File: src/verilog/pcb_pkg.sv
/*
 * pcb_pkg: register indices, byte addresses, field masks and fixed codes
 * for the low configuration header of the card bridge.
 * Assumes APB with 32-bit data; each register takes one aligned word.
 */
`default_nettype none

package pcb_pkg;
	// ****************************************
	// bus geometry
	// ****************************************
	localparam int ADDR_W = 12;
	localparam int DATA_W = 32;
	localparam int STRB_W = 4;

	// ****************************************
	// register indices and byte addresses (index times four)
	// ****************************************
	localparam logic [7:0] IDX_MAKER = 8'h00;
	localparam logic [7:0] IDX_PART = 8'h02;
	localparam logic [7:0] IDX_CMD = 8'h04;
	localparam logic [7:0] IDX_STS = 8'h06;
	localparam logic [7:0] IDX_REV = 8'h08;
	localparam logic [7:0] IDX_PROG = 8'h09;
	localparam logic [7:0] IDX_CLASS = 8'h0a;
	localparam logic [ADDR_W-1:0] ADDR_MAKER = {2'h0, IDX_MAKER, 2'h0};
	localparam logic [ADDR_W-1:0] ADDR_PART = {2'h0, IDX_PART, 2'h0};
	localparam logic [ADDR_W-1:0] ADDR_CMD = {2'h0, IDX_CMD, 2'h0};
	localparam logic [ADDR_W-1:0] ADDR_STS = {2'h0, IDX_STS, 2'h0};
	localparam logic [ADDR_W-1:0] ADDR_REV = {2'h0, IDX_REV, 2'h0};
	localparam logic [ADDR_W-1:0] ADDR_PROG = {2'h0, IDX_PROG, 2'h0};
	localparam logic [ADDR_W-1:0] ADDR_CLASS = {2'h0, IDX_CLASS, 2'h0};

	// ****************************************
	// command word fields
	// ****************************************
	localparam logic [15:0] CMD_RESET = 16'h0000;
	localparam logic [15:0] CMD_WR_MASK = 16'h0147;
	localparam int CMD_IO_EN = 0;
	localparam int CMD_MEM_EN = 1;
	localparam int CMD_MASTER_EN = 2;
	localparam int CMD_PERR_EN = 6;
	localparam int CMD_SERR_EN = 8;
	localparam int CMD_FBB_EN = 9;
	localparam int CMD_WAIT_CTL = 7;

	// ****************************************
	// status word fields
	// ****************************************
	localparam logic [15:0] STS_RESET = 16'h0000;
	localparam logic [15:0] STS_W1C_MASK = 16'hf900;
	localparam logic [1:0] DEVSEL_MEDIUM = 2'h1;
	localparam int STS_PAR_ERR = 15;
	localparam int STS_SYS_ERR = 14;
	localparam int STS_MST_ABORT = 13;
	localparam int STS_TGT_ABORT_RCV = 12;
	localparam int STS_TGT_ABORT_SIG = 11;
	localparam int STS_DEVSEL_LO = 9;
	localparam int STS_MST_DPERR = 8;

	// ****************************************
	// fixed class codes
	// ****************************************
	localparam logic [7:0] PROG_IF_CODE = 8'h00;
	localparam logic [15:0] CLASS_CODE = 16'h0607;
endpackage : pcb_pkg

`default_nettype wire

File: src/verilog/pcb_cfg_header.sv
/*
 * pcb_cfg_header: low configuration header of the card bridge (ids, command
 * word, status word, revision and class bytes) as an APB slave.
 * Assumes the bus engine beside it reports its events as one-cycle pulses
 * on pclk and honours the decode and master enables driven from here.
 */
// Operation
// - maker and part codes are fixed, read-only; writes change nothing.
// - command word resets to zero; bits 15 to 10 read as zero.
// - fast back-to-back enable bit 9 is tied to zero.
// - bit 8 set lets system errors drive the error pin; clear keeps it idle.
// - wait cycle control bit 7 reads zero and ignores writes.
// - bit 6 decides whether detected parity errors are signalled.
// - bits 5, 4, 3 tied to zero; special cycles ignored.
// - bit 2 allows starting transactions as master; else target only.
// - bit 1 clear means no memory transaction is claimed.
// - bit 0 clear means no I/O transaction is claimed.
// - status 15 sets on detected parity error; write one clears.
// - status 14 sets when system error is signalled; write one clears.
// - status 13 sets on master abort of own transaction; write one clears.
// - status 12 sets on received target abort; write one clears.
// - status 11 sets when we end a transfer with target abort.
// - status 10 to 9 read-only, medium select timing 01.
// - status 8 sets on data parity error while mastering; write one clears.
// - status 7 to 0 read zero; status resets to zero.
// - fixed read-only revision byte.
// - programming interface byte always reads 00.
// - class word reads 06 upper byte, 07 lower byte.
`timescale 1ns/1ps
`default_nettype none

module pcb_cfg_header
	import pcb_pkg::*;
#(
	parameter logic [15:0] MAKER_CODE = 16'h5a5a, // arbitrary value
	parameter logic [15:0] PART_CODE = 16'hc3c3, // arbitrary value
	parameter logic [7:0] REV_CODE = 8'h0a // arbitrary value
) (
	input wire logic pclk,
	input wire logic presetn,
	input wire logic psel,
	input wire logic penable,
	input wire logic pwrite,
	input wire logic [ADDR_W-1:0] paddr,
	input wire logic [DATA_W-1:0] pwdata,
	input wire logic [STRB_W-1:0] pstrb,
	output logic [DATA_W-1:0] prdata,
	output logic pready,
	output logic pslverr,
	input wire logic par_err_seen,
	input wire logic sys_err_seen,
	input wire logic mst_abort_seen,
	input wire logic tgt_abort_rcvd,
	input wire logic tgt_abort_sent,
	input wire logic mst_data_par_err,
	input wire logic mem_hit,
	input wire logic io_hit,
	input wire logic master_req,
	output logic mem_claim,
	output logic io_claim,
	output logic master_go,
	output logic perr_out,
	output logic perr_oe_n,
	output logic serr_out,
	output logic serr_oe_n,
	output logic [1:0] devsel_timing
);

	// ****************************************
	// helpers
	// ****************************************

	// byte enables of the low half-word to a bit mask
	function automatic logic [15:0] lane_mask(input logic [STRB_W-1:0] strb);
		lane_mask = {{8{strb[1]}}, {8{strb[0]}}};
	endfunction : lane_mask

	// ****************************************
	// state
	// ****************************************
	logic [15:0] cmd_ff;
	logic [15:0] nxt_cmd;
	logic [15:0] sts_ff;
	logic [15:0] nxt_sts;
	logic [DATA_W-1:0] prdata_ff;
	logic serr_drive_ff;
	logic perr_drive_ff;

	// ****************************************
	// apb decode
	// ****************************************
	logic setup_ph;
	logic access_ph;
	logic wr_take;
	logic hit_maker;
	logic hit_part;
	logic hit_cmd;
	logic hit_sts;
	logic hit_rev;
	logic hit_prog;
	logic hit_class;
	logic addr_hit;
	logic [15:0] wmask;
	logic [15:0] sts_view;
	logic [DATA_W-1:0] rd_word;
	logic [15:0] sts_set;
	logic [15:0] sts_clr;

	// phase and address decode
	assign setup_ph = psel & ~penable;
	assign access_ph = psel & penable;
	assign wr_take = access_ph & pwrite;
	assign hit_maker = (paddr == ADDR_MAKER);
	assign hit_part = (paddr == ADDR_PART);
	assign hit_cmd = (paddr == ADDR_CMD);
	assign hit_sts = (paddr == ADDR_STS);
	assign hit_rev = (paddr == ADDR_REV);
	assign hit_prog = (paddr == ADDR_PROG);
	assign hit_class = (paddr == ADDR_CLASS);
	assign addr_hit = hit_maker | hit_part | hit_cmd | hit_sts | hit_rev | hit_prog | hit_class;
	assign wmask = lane_mask(pstrb);

	// zero wait states; unmapped words answer with an error
	assign pready = access_ph;
	assign pslverr = access_ph & ~addr_hit;
	assign prdata = prdata_ff;

	// status as read: live flags plus fixed select timing
	assign sts_view = (sts_ff & STS_W1C_MASK) | {5'h00, DEVSEL_MEDIUM, 9'h000};

	// read mux; fixed codes are constants, never stored
	assign rd_word = hit_maker ? {16'h0000, MAKER_CODE} :
		hit_part ? {16'h0000, PART_CODE} :
		hit_cmd ? {16'h0000, cmd_ff} :
		hit_sts ? {16'h0000, sts_view} :
		hit_rev ? {24'h000000, REV_CODE} :
		hit_prog ? {24'h000000, PROG_IF_CODE} :
		hit_class ? {16'h0000, CLASS_CODE} :
		32'h00000000;

	// ****************************************
	// command word
	// ****************************************

	// only enabled lanes of writable bits change; others keep their value, read-only bits stay zero
	assign nxt_cmd = (wr_take & hit_cmd) ?
		((cmd_ff & ~(wmask & CMD_WR_MASK)) | (pwdata[15:0] & wmask & CMD_WR_MASK)) :
		(cmd_ff & CMD_WR_MASK);

	// decode and master enables
	assign mem_claim = mem_hit & cmd_ff[CMD_MEM_EN];
	assign io_claim = io_hit & cmd_ff[CMD_IO_EN];
	assign master_go = master_req & cmd_ff[CMD_MASTER_EN];
	assign devsel_timing = DEVSEL_MEDIUM;

	// ****************************************
	// status word
	// ****************************************

	// event sources of the sticky flags
	assign sts_set = {par_err_seen, serr_drive_ff, mst_abort_seen, tgt_abort_rcvd,
		tgt_abort_sent, 2'h0, mst_data_par_err, 8'h00};

	// write one clears, only in enabled lanes
	assign sts_clr = (wr_take & hit_sts) ? (pwdata[15:0] & wmask & STS_W1C_MASK) : 16'h0000;

	// a set in the clearing cycle wins
	assign nxt_sts = ((sts_ff & ~sts_clr) | sts_set) & STS_W1C_MASK;

	// ****************************************
	// error pins (open drain: drive low when flagged)
	// ****************************************
	assign serr_out = 1'b0;
	assign serr_oe_n = ~serr_drive_ff;
	assign perr_out = 1'b0;
	assign perr_oe_n = ~perr_drive_ff;

	// ****************************************
	// registers
	// ****************************************

	// configuration and status state
	always_ff @(posedge pclk or negedge presetn) begin
		if (!presetn) begin
			cmd_ff <= CMD_RESET;
			sts_ff <= STS_RESET;
		end else begin
			cmd_ff <= nxt_cmd;
			sts_ff <= nxt_sts;
		end
	end

	// read data caught in setup, held through access
	always_ff @(posedge pclk or negedge presetn) begin
		if (!presetn) begin
			prdata_ff <= 32'h00000000;
		end else if (setup_ph) begin
			prdata_ff <= rd_word;
		end
	end

	// gated error signalling
	always_ff @(posedge pclk or negedge presetn) begin
		if (!presetn) begin
			serr_drive_ff <= 1'b0;
			perr_drive_ff <= 1'b0;
		end else begin
			serr_drive_ff <= sys_err_seen & cmd_ff[CMD_SERR_EN];
			perr_drive_ff <= par_err_seen & cmd_ff[CMD_PERR_EN];
		end
	end

	logic rd_acc;
	assign rd_acc = access_ph & ~pwrite;

	// flags that must survive the next edge: set and not cleared now
	logic [15:0] sts_keep;
	assign sts_keep = sts_ff & ~sts_clr;
endmodule : pcb_cfg_header

`default_nettype wire

File: config.mk
export PLATFORM = sky130hd
export DESIGN_NAME = pcb_cfg_header
export DESIGN_NICKNAME = d
export VERILOG_FILES = /design/src/verilog/pcb_pkg.sv /design/src/verilog/pcb_cfg_header.sv
export SDC_FILE = /design/constraint.sdc
export NUM_CORES = 1
export LEC_CHECK = 0
export BUFFER_PORTS_ARGS = -buffer_cell sky130_fd_sc_hd__buf_2
export CAP_MARGIN = 10
export CORE_ASPECT_RATIO = 1.75
export CORE_MARGIN = 2
export CORE_UTILIZATION = 42
export DETAILED_ROUTE_END_ITERATION = 8
export PLACE_DENSITY = 0.91
export SLEW_MARGIN = 20
export SYNTH_ARGS = -nofsm -noshare
export SYNTH_HDL_FRONTEND = slang
export SYNTH_SLANG_ARGS = --single-unit
export TNS_END_PERCENT = 100
File: constraint.sdc
create_clock -name pclk -period 2 [get_ports pclk]
set_input_delay 0.4 -clock pclk [delete_from_list [all_inputs] [get_ports pclk]]
set_output_delay 0.4 -clock pclk [all_outputs]
set_load 0.05 [all_outputs]
==> summary.txt, run 1 <==
STA
  • Final hold viol count: 0
  • Min Clock Period, post-route: 1927 ps
  • FMAX: 0.5189 GHz
  • Setup violators final: 0
  • Fin worst setup slack: 72.74 ps
  • Period utilization: 96.36%
  • Setup TNS Final: 0 ps
  • Hold slack final: 136.1 ps
  • Max-slew headroom: 58.20%
  • Clk_skew: 1.640 ps
  • Worst-Margin Slew: 626.9 ps
  • RSZ-0062 raised after global routing: no
  • Slew Limit Fails: 0

Cells and area
  • Most frequent cells in the layout: buf_2, dfrtp_1, nand2_1, conb_1, buf_4
  • Post-route cell area: 2017 um2
  • Number of diodes: 0
  • Area Overhead vs Synth: 28.55%
  • Fraction of layout cells with a size suffix above 1: 40.60%
  • Layout Utilization: 56.15%
  • Commonest non-fill, non-tap cell in the layout: buf_2
  • Final non-filler cell total: 280
  • Number of fill cells: 323
  • Final nets: 295

Pwr
  • P_int: 0.9760 mW
  • Final Total Pwr: 1.417 mW
  • Cell Pwr Density: 702.6 nW/um2
  • Comb pwr share: 19.6%
  • Seq pwr share: 43.0%
  • Clock network fraction of total power: 37.5%
  • Lkg Pwr: 1.047 nW
  • P_sw: 0.4411 mW
  • Switching Share: 31.13%
  • IR drop worst, VDD: 0.5411 mV

Clock network
  • Worst-Skew Late Latency: 280 ps
  • CTS Buf Count: 5
  • CTS root buf: clkbuf_8
  • H-tree lvl count: 2
  • CTS Buffer Depth: 2
  • # clock sinks: 29
  • CTS tree: done
  • Clock-pin slew on the worst setup and hold paths: 60 ps

Global routing
  • Antenna violations before repair: 0
  • Aggregate global-route resource usage: 18.12%
  • Global-route wire length before repair: 5720 um
  • Largest net degree at the start of global routing: 30
  • Vias in the first global route: 1,275
  • GR Overflow Total: 0

Place
  • GP Congestion: 0.8870
  • Setup WS pre-CTS: -43.81 ps
  • Area after DPL: 1908 um2
  • Buffers on Ports: 60
  • Placed insts: 271
  • Dpl hpwl: 2914 um

Synthesis
  • Yosys reg bits: 29
  • Top area cells in the synthesized netlist: dfrtp_1, buf_4, nand2_1, a21o_1, mux2_2
  • Synth Warn #: 0
  • Sequential fraction of the synthesis area: 46.25%
  • Synth cell types: 39
  • Mapped Cells: 160
  • Syn Area/Cell: 9.806 um2
  • Synthesized area: 1569 um2
  • Area leader, netlist: dfrtp_1
  • Yosys top cell area share: 46.25%

Setup path
  • CP Data Required Time: 1600 ps
  • Crit. End Element: output port
  • Crit Path Max Fanout: 2
  • Setup Crit Path Kind: in2out
  • Setup crit start kind: input pin
  • WP data arrival: 1530 ps

Worst hold path
  • Worst Hold Class: in2async

Floorplan
  • Full die area: 4260 um2
  • Core area: 3592 um2
  • Die H: 84.86 um
  • # rows: 29
  • Die W: 50.20 um
  • I/O pin total: 105
  • Initial core utilization: 43.68%

Run
  • # Max-Cap Violations: 0

Detailed routing
  • DR vias: 1,368
  • Total Wirelength: 3520 um
  • DR WL/cell: 12.57 um
  • Routed Antenna Nets: 0
  • DR iter-0 viols: 30
  • First-pass detailed-route iteration total: 4
  • DRC: 0
  • Via density: 4.886

Outcome
  • Status: completed
registers in the layout, summed over array words and instances, names as in the netlist:
| register | count |
|---|---|
| cmd_ff | 5 |
| perr_drive_ff | 1 |
| prdata | 16 |
| serr_drive_ff | 1 |
| sts_ff | 6 |
cells by family (layout without fill, tap and decap cells):
kind of cell / count (synthesis) / in the layout / synth area share, %
and+or+nand+nor: 68 / 68 / 26.08
buffers and inverters: 30 / 86 / 12.44
DFF: 29 / 29 / 46.25
AOI/OAI and AO/OA: 26 / 26 / 11.16
muxes: 5 / 5 / 3.588
other: 2 / 20 / 0.4786
repair_timing:
item,4_1_cts,5_1_grt
endpoints found under the setup margin,1,0
gates resized for setup,0,0
hold buffers,0,0
buffers inserted,1,0
hold endpoints to repair,0,0
per-layer routing:
layer / routed length, um / up-vias / global-route usage (%)
met5: 0 / - / 0
met2: 1956 / 70 / 30.38
met1: 1153 / 624 / 18.98
li1: - / 660 / -
met4: 169 / 0 / 13.13
met3: 240 / 14 / 4.754
final timing paths:
| path | slack, ps | depth (start not counted) | start | end |
|---|---|---|---|---|
| min in group pclk | 290 | 2 | tgt_abort_sent | sts_ff[11] |
| max in group asynchronous | 1450 | 1 | presetn | prdata[14] |
| min | 140 | 1 | presetn | prdata[3] |
| min reg2reg | 460 | 2 | prdata[13] | prdata[13] |
| max | 70 | 4 | paddr[0] | pslverr |
| max reg2reg | 1100 | 3 | sts_ff[8] | prdata[8] |
final cells by class:
cell class / instances / area, um2 / share of cell area, %
Multi-Input combinational cell: 119 / 715.7 / 35.48
Tap cell: 46 / 57.56 / 2.854
Clock inverter: 1 / 5.005 / 0.2481
Sequential cell: 29 / 725.7 / 35.98
Inverter: 5 / 18.77 / 0.9305
Clock buffer: 7 / 96.34 / 4.777
Timing Repair Buffer: 73 / 397.9 / 19.73
worst max-delay path: stages:
cell and delay, ps:
buf_2 90, or4_4 520, o31a_1 300, buf_2 210
power groups by stage:
stage	sequential (mW)	clock (mW)	combinational (mW)
after floorplan	0.669	0	0.169
after global placement	0.618	0	0.272
after detailed placement	0.620	0	0.277
after CTS	0.609	0.541	0.278
after global routing	0.611	0.554	0.295
final	0.609	0.531	0.278
synth_stat cells:
library cell / count
nor4b_4: 1
o221ai_1: 1
a31oi_1: 2
or2_2: 1
o31a_1: 1
nor2_4: 1
or4b_4: 1
inv_1: 5
mux2_1: 1
nand3_2: 1
nand4_1: 1
a21oi_1: 5
nor2_1: 10
nand2b_1: 2
conb_1: 2
o21ai_1: 1
o211ai_1: 2
a32oi_1: 2
nand2_1: 25
and2b_1: 1
o21ai_0: 3
or4_4: 1
and2_1: 7
nand3_1: 6
or4b_2: 1
nor2b_1: 1
nor4_4: 2
nor4b_1: 1
or3_1: 1
o31ai_1: 2
dfrtp_1: 29
a21o_1: 7
buf_6: 1
or4_1: 1
nor3_2: 1
mux2_2: 4
buf_4: 20
nor3_1: 2
clkbuf_1: 4
No activity file was read; power rests on OpenSTA's default activity.
==> inputs of run 2 (changes only) <==
--- a/config.mk
+++ b/config.mk
@@ -11,7 +11,7 @@
 export CORE_MARGIN = 2
 export CORE_UTILIZATION = 42
 export DETAILED_ROUTE_END_ITERATION = 8
-export PLACE_DENSITY = 0.91
+export PLACE_DENSITY = 0.78
 export SLEW_MARGIN = 20
 export SYNTH_ARGS = -nofsm -noshare
 export SYNTH_HDL_FRONTEND = slang
==> summary.txt, run 2 (synthesis gave the netlist of run 1 again) <==
Pwr
  • Lkg Pwr: 1.051 nW
  • P_int: 0.9416 mW
  • IR drop worst, VDD: 0.5743 mV
  • Clock network fraction of total power: 34.6%
  • Cell Pwr Density: 670.1 nW/um2
  • Final Total Pwr: 1.358 mW
  • Comb pwr share: 20.6%
  • Seq pwr share: 44.8%
  • Switching Share: 30.68%
  • P_sw: 0.4167 mW

Clock network
  • H-tree lvl count: 2
  • CTS tree: done
  • CTS Buf Count: 5
  • CTS Hold Bufs: 0
  • CTS Buffer Depth: 2
  • # clock sinks: 29
  • Clock-pin slew on the worst setup and hold paths: 60 ps
  • Worst-Skew Late Latency: 270 ps
  • CTS root buf: clkbuf_8

Setup path
  • CP Cell Sequence: buf_2 > or4_4 > o31a_1 > buf_4
  • CP Data Required Time: 1600 ps
  • Setup Crit Path Kind: in2out
  • WP data arrival: 1540 ps
  • Worst path max stage delay: 540 ps
  • Crit. End Element: output port
  • Crit path buf inv count: 2
  • Setup crit start kind: input pin
  • Worst path slowest cell: or4_4
  • Crit path max-delay family: simple AND/OR/NAND/NOR gates
  • Crit Path Max Fanout: 4

Global routing
  • Global-route wire length before repair: 5395 um
  • Antenna violations before repair: 0
  • Vias in the first global route: 1,257
  • GR Overflow Total: 0
  • Largest net degree at the start of global routing: 30
  • Aggregate global-route resource usage: 16.79%

Detailed routing
  • Total Wirelength: 3376 um
  • DR WL/cell: 11.97 um
  • DR iter-0 viols: 21
  • Via density: 4.855
  • Routed Antenna Nets: 0
  • DRC: 0
  • First-pass detailed-route iteration total: 4
  • DR vias: 1,369

STA
  • Setup TNS Final: 0 ps
  • Fin worst setup slack: 64.51 ps
  • Worst-Margin Slew: 623.6 ps
  • Setup violators final: 0
  • Max-slew headroom: 58.43%
  • Period utilization: 96.77%
  • Min Clock Period, post-route: 1935 ps
  • FMAX: 0.5167 GHz
  • Final hold viol count: 0
  • Clk_skew: 2.213 ps
  • RSZ-0062 raised after global routing: no
  • Slew Limit Fails: 0

Cells and area
  • Area Overhead vs Synth: 29.19%
  • Max reg flops: 16
  • Most frequent cells in the layout: buf_2, dfrtp_1, nand2_1, conb_1, buf_4
  • Commonest non-fill, non-tap cell in the layout: buf_2
  • Number of diodes: 0
  • Final nets: 298
  • Layout Utilization: 56.43%
  • Final non-filler cell total: 282
  • Fraction of layout cells with a size suffix above 1: 40.68%

Floorplan
  • I/O pin total: 105
  • Initial core utilization: 43.68%
  • Full die area: 4260 um2
  • Die W: 50.20 um
  • Die H: 84.86 um
  • # rows: 29
  • Core area: 3592 um2

Place
  • Placed insts: 274
  • Setup WS pre-CTS: -12.31 ps
  • Dpl hpwl: 2751 um
  • GP Congestion: 0.7295
  • Buffers on Ports: 60

Run
  • # Max-Cap Violations: 0

Outcome
  • Status: completed

Worst hold path
  • Worst Hold Class: in2async
## run 2: changes by cell type in the layout (fill, tap and decap cells not counted), sizes merged
cell    before  now
buf         73   76
clkinv       1    0
## run 2: metal layers
metal	track usage (%)	wire, um
met1	17.07	1203
met2	29.90	1856
met3	3.521	192
met4	10.86	124
met5	0	0
## run 2: stage by stage
stage / hold slack (ps) / instance area, um2
final: 140.3 / 2027
after global routing: 192.2 / 2027
after CTS: 160.8 / 2019
after detailed placement: 452.5 / 1931
after global placement: 434.9 / 1931
after floorplan: 104.4 / 1637
## run 2: final timing paths
| check | start | endpoint | slack [ps] | depth (start not counted) |
|---|---|---|---|---|
| max reg2reg | sts_ff[8] | prdata[8] | 1070 | 3 |
| min | presetn | prdata[10] | 140 | 1 |
| min in group pclk | mst_data_par_err | sts_ff[8] | 300 | 2 |
| max | paddr[0] | pslverr | 60 | 4 |
| max in group asynchronous | presetn | sts_ff[11] | 1460 | 1 |
| min reg2reg | prdata[13] | prdata[13] | 460 | 2 |
## run 2: timing repair
action / 4_1_cts / 5_1_grt
pin swaps: 0 / 1
buffers inserted: 0 / 1
resized for setup: 1 / 0
setup endpoints to repair: 1 / 1
## run 2: power by group through the flow
stage / registers [mW] / clock network (mW) / logic [mW]
after floorplan: 0.669 / 0 / 0.169
after global placement: 0.619 / 0 / 0.276
after detailed placement: 0.619 / 0 / 0.279
after CTS: 0.609 / 0.486 / 0.280
final: 0.608 / 0.471 / 0.279
after global routing: 0.610 / 0.508 / 0.299
## run 2: final cells by class
class	count	area, um2
Timing Repair Buffer	76	422.9
Sequential cell	29	725.7
Tap cell	46	57.56
Clock buffer	7	86.33
Multi-Input combinational cell	119	715.7
Fill cell	335	1565
Inverter	5	18.77
==> inputs of run 3 (changes only) <==
--- a/config.mk
+++ b/config.mk
@@ -9,9 +9,10 @@
 export CAP_MARGIN = 10
 export CORE_ASPECT_RATIO = 1.75
 export CORE_MARGIN = 2
-export CORE_UTILIZATION = 42
+export CORE_UTILIZATION = 43
+export CTS_BUF_LIST = sky130_fd_sc_hd__clkbuf_2
 export DETAILED_ROUTE_END_ITERATION = 8
-export PLACE_DENSITY = 0.78
+export PLACE_DENSITY = 0.8
 export SLEW_MARGIN = 20
 export SYNTH_ARGS = -nofsm -noshare
 export SYNTH_HDL_FRONTEND = slang
==> constraint.sdc (replaced) <==
create_clock -name pclk -period 2 [get_ports pclk]
set_input_delay 0.3 -clock pclk [delete_from_list [all_inputs] [get_ports pclk]]
set_output_delay 0.3 -clock pclk [all_outputs]
set_load 0.05 [all_outputs]
==> summary.txt, run 3 (synthesis gave the netlist of run 1 again) <==
Clock network
  • CTS Buffer Depth: 2
  • CTS Buf Count: 5
  • Worst-Skew Late Latency: 350 ps
  • CTS root buf: clkbuf_2
  • H-tree lvl count: 2
  • Clock-pin slew on the worst setup and hold paths: 140 ps
  • Post-CTS Setup Repair Bufs: 0
  • CTS tree: done
  • # resized after CTS: 0
  • # clock sinks: 29

Global routing
  • Global-route wire length before repair: 5347 um
  • GR Overflow Total: 0
  • Largest net degree at the start of global routing: 30
  • Aggregate global-route resource usage: 17.04%
  • Vias in the first global route: 1,210
  • Antenna violations before repair: 0

Floorplan
  • Core area: 3556 um2
  • I/O pin total: 105
  • # rows: 29
  • Initial core utilization: 44.12%
  • Full die area: 4167 um2
  • Die H: 83.91 um
  • Die W: 49.66 um

Place
  • Placed insts: 267
  • Dpl hpwl: 2734 um
  • GP Congestion: 0.7630
  • Buffers on Ports: 60
  • Area after DPL: 1878 um2

Setup path
  • CP Data Required Time: 1700 ps
  • Crit. End Element: output port
  • Crit Path Max Fanout: 6
  • WP data arrival: 1550 ps
  • Setup crit start kind: input pin
  • Setup Crit Path Kind: in2out
  • Reg2reg path depth: 3

Cells and area
  • Multi-input gate area: 715.7 um2
  • Commonest non-fill, non-tap cell in the layout: buf_2
  • Number of diodes: 0
  • Final nets: 291
  • Final non-filler cell total: 276
  • Layout Utilization: 54.22%
  • Post-route cell area: 1928 um2
  • Area Overhead vs Synth: 22.89%
  • Most frequent cells in the layout: buf_2, dfrtp_1, nand2_1, conb_1, nor2_1
  • Number of fill cells: 367
  • Max reg flops: 16
  • Register Area: 725.7 um2
  • Fraction of layout cells with a size suffix above 1: 39.13%

Pwr
  • Lkg Pwr: 1.007 nW
  • Cell Pwr Density: 600.8 nW/um2
  • IR drop worst, VDD: 0.4116 mV

Worst hold path
  • Hold path depth: 2
  • Worst Hold Class: in2reg

STA
  • Setup violators final: 0
  • Setup TNS Final: 0 ps
  • Worst-Margin Slew: 625.3 ps
  • Min Clock Period, post-route: 1853 ps
  • RSZ-0062 raised after global routing: no
  • Period utilization: 92.64%
  • Clk_skew: 14.69 ps
  • Final hold viol count: 0
  • Slew Limit Fails: 0
  • FMAX: 0.5397 GHz
  • Max-slew headroom: 58.31%

Detailed routing
  • DR WL/cell: 11.88 um
  • First-pass detailed-route iteration total: 4
  • Total Wirelength: 3278 um
  • DR iter-0 viols: 13
  • DRC: 0
  • DR vias: 1,310
  • Routed Antenna Nets: 0
  • Via density: 4.746

Run
  • # Max-Cap Violations: 0

Outcome
  • Status: completed
## run 3: cell count changes in the layout (fill, tap and decap cells not counted), sizes merged
cell	before	now
clkbuf	7	6
dlygate4sd3	0	1
buf	76	68
clkinv	0	2
## run 3: worst paths after layout
path	end	start	slack [ps]
setup / recovery	pslverr	paddr[11]	150
hold / removal	sts_ff[12]	tgt_abort_rcvd	110
setup reg to reg	prdata[8]	sts_ff[8]	1060
hold reg to reg	sts_ff[14]	serr_drive_ff	470
max in group asynchronous	sts_ff[13]	presetn	1100
min in group asynchronous	prdata[5]	presetn	480
## run 3: per-stage QoR
| step | setup slack, ps | hold slack, ps | power (mW) |
|---|---|---|---|
| floorplan | 121.4 | 4.409 | 0.8383 |
| global placement | 81.79 | 349.3 | 0.8873 |
| detailed placement | 66.13 | 354.1 | 0.8915 |
| CTS | 140.2 | 91.56 | 1.173 |
| global route | 107.7 | 88.79 | 1.216 |
| finish | 147.3 | 110.8 | 1.158 |
## run 3: cell type report
| type | count | share of cell area (%) |
|---|---|---|
| Clock buffer | 6 | 1.557 |
| Clock inverter | 2 | 0.5191 |
| Inverter | 5 | 0.9734 |
| Multi-Input combinational cell | 119 | 37.12 |
| Sequential cell | 29 | 37.64 |
| Tap cell | 46 | 2.985 |
| Timing Repair Buffer | 69 | 19.21 |
## run 3: worst max-delay path, stage by stage
cell	delay (ps)
buf_2	100
or4_4	620
o31a_1	320
buf_2	210
## run 3: per-layer routing
layer / track usage [%] / wire length, um
met5: 0 / 0
met4: 9.343 / 89
met3: 3.405 / 192
met2: 30.06 / 1796
met1: 18.40 / 1199
## run 3: report_power, final
group          switching, mW  internal (mW)
Sequential           0.00633          0.600
Combinational          0.210         0.0628
Clock                  0.191         0.0877
## run 3: repair_timing
action,in CTS,in global routing
endpoints found under the hold margin,29,0
endpoints found under the setup margin,0,0
hold buffers,1,0
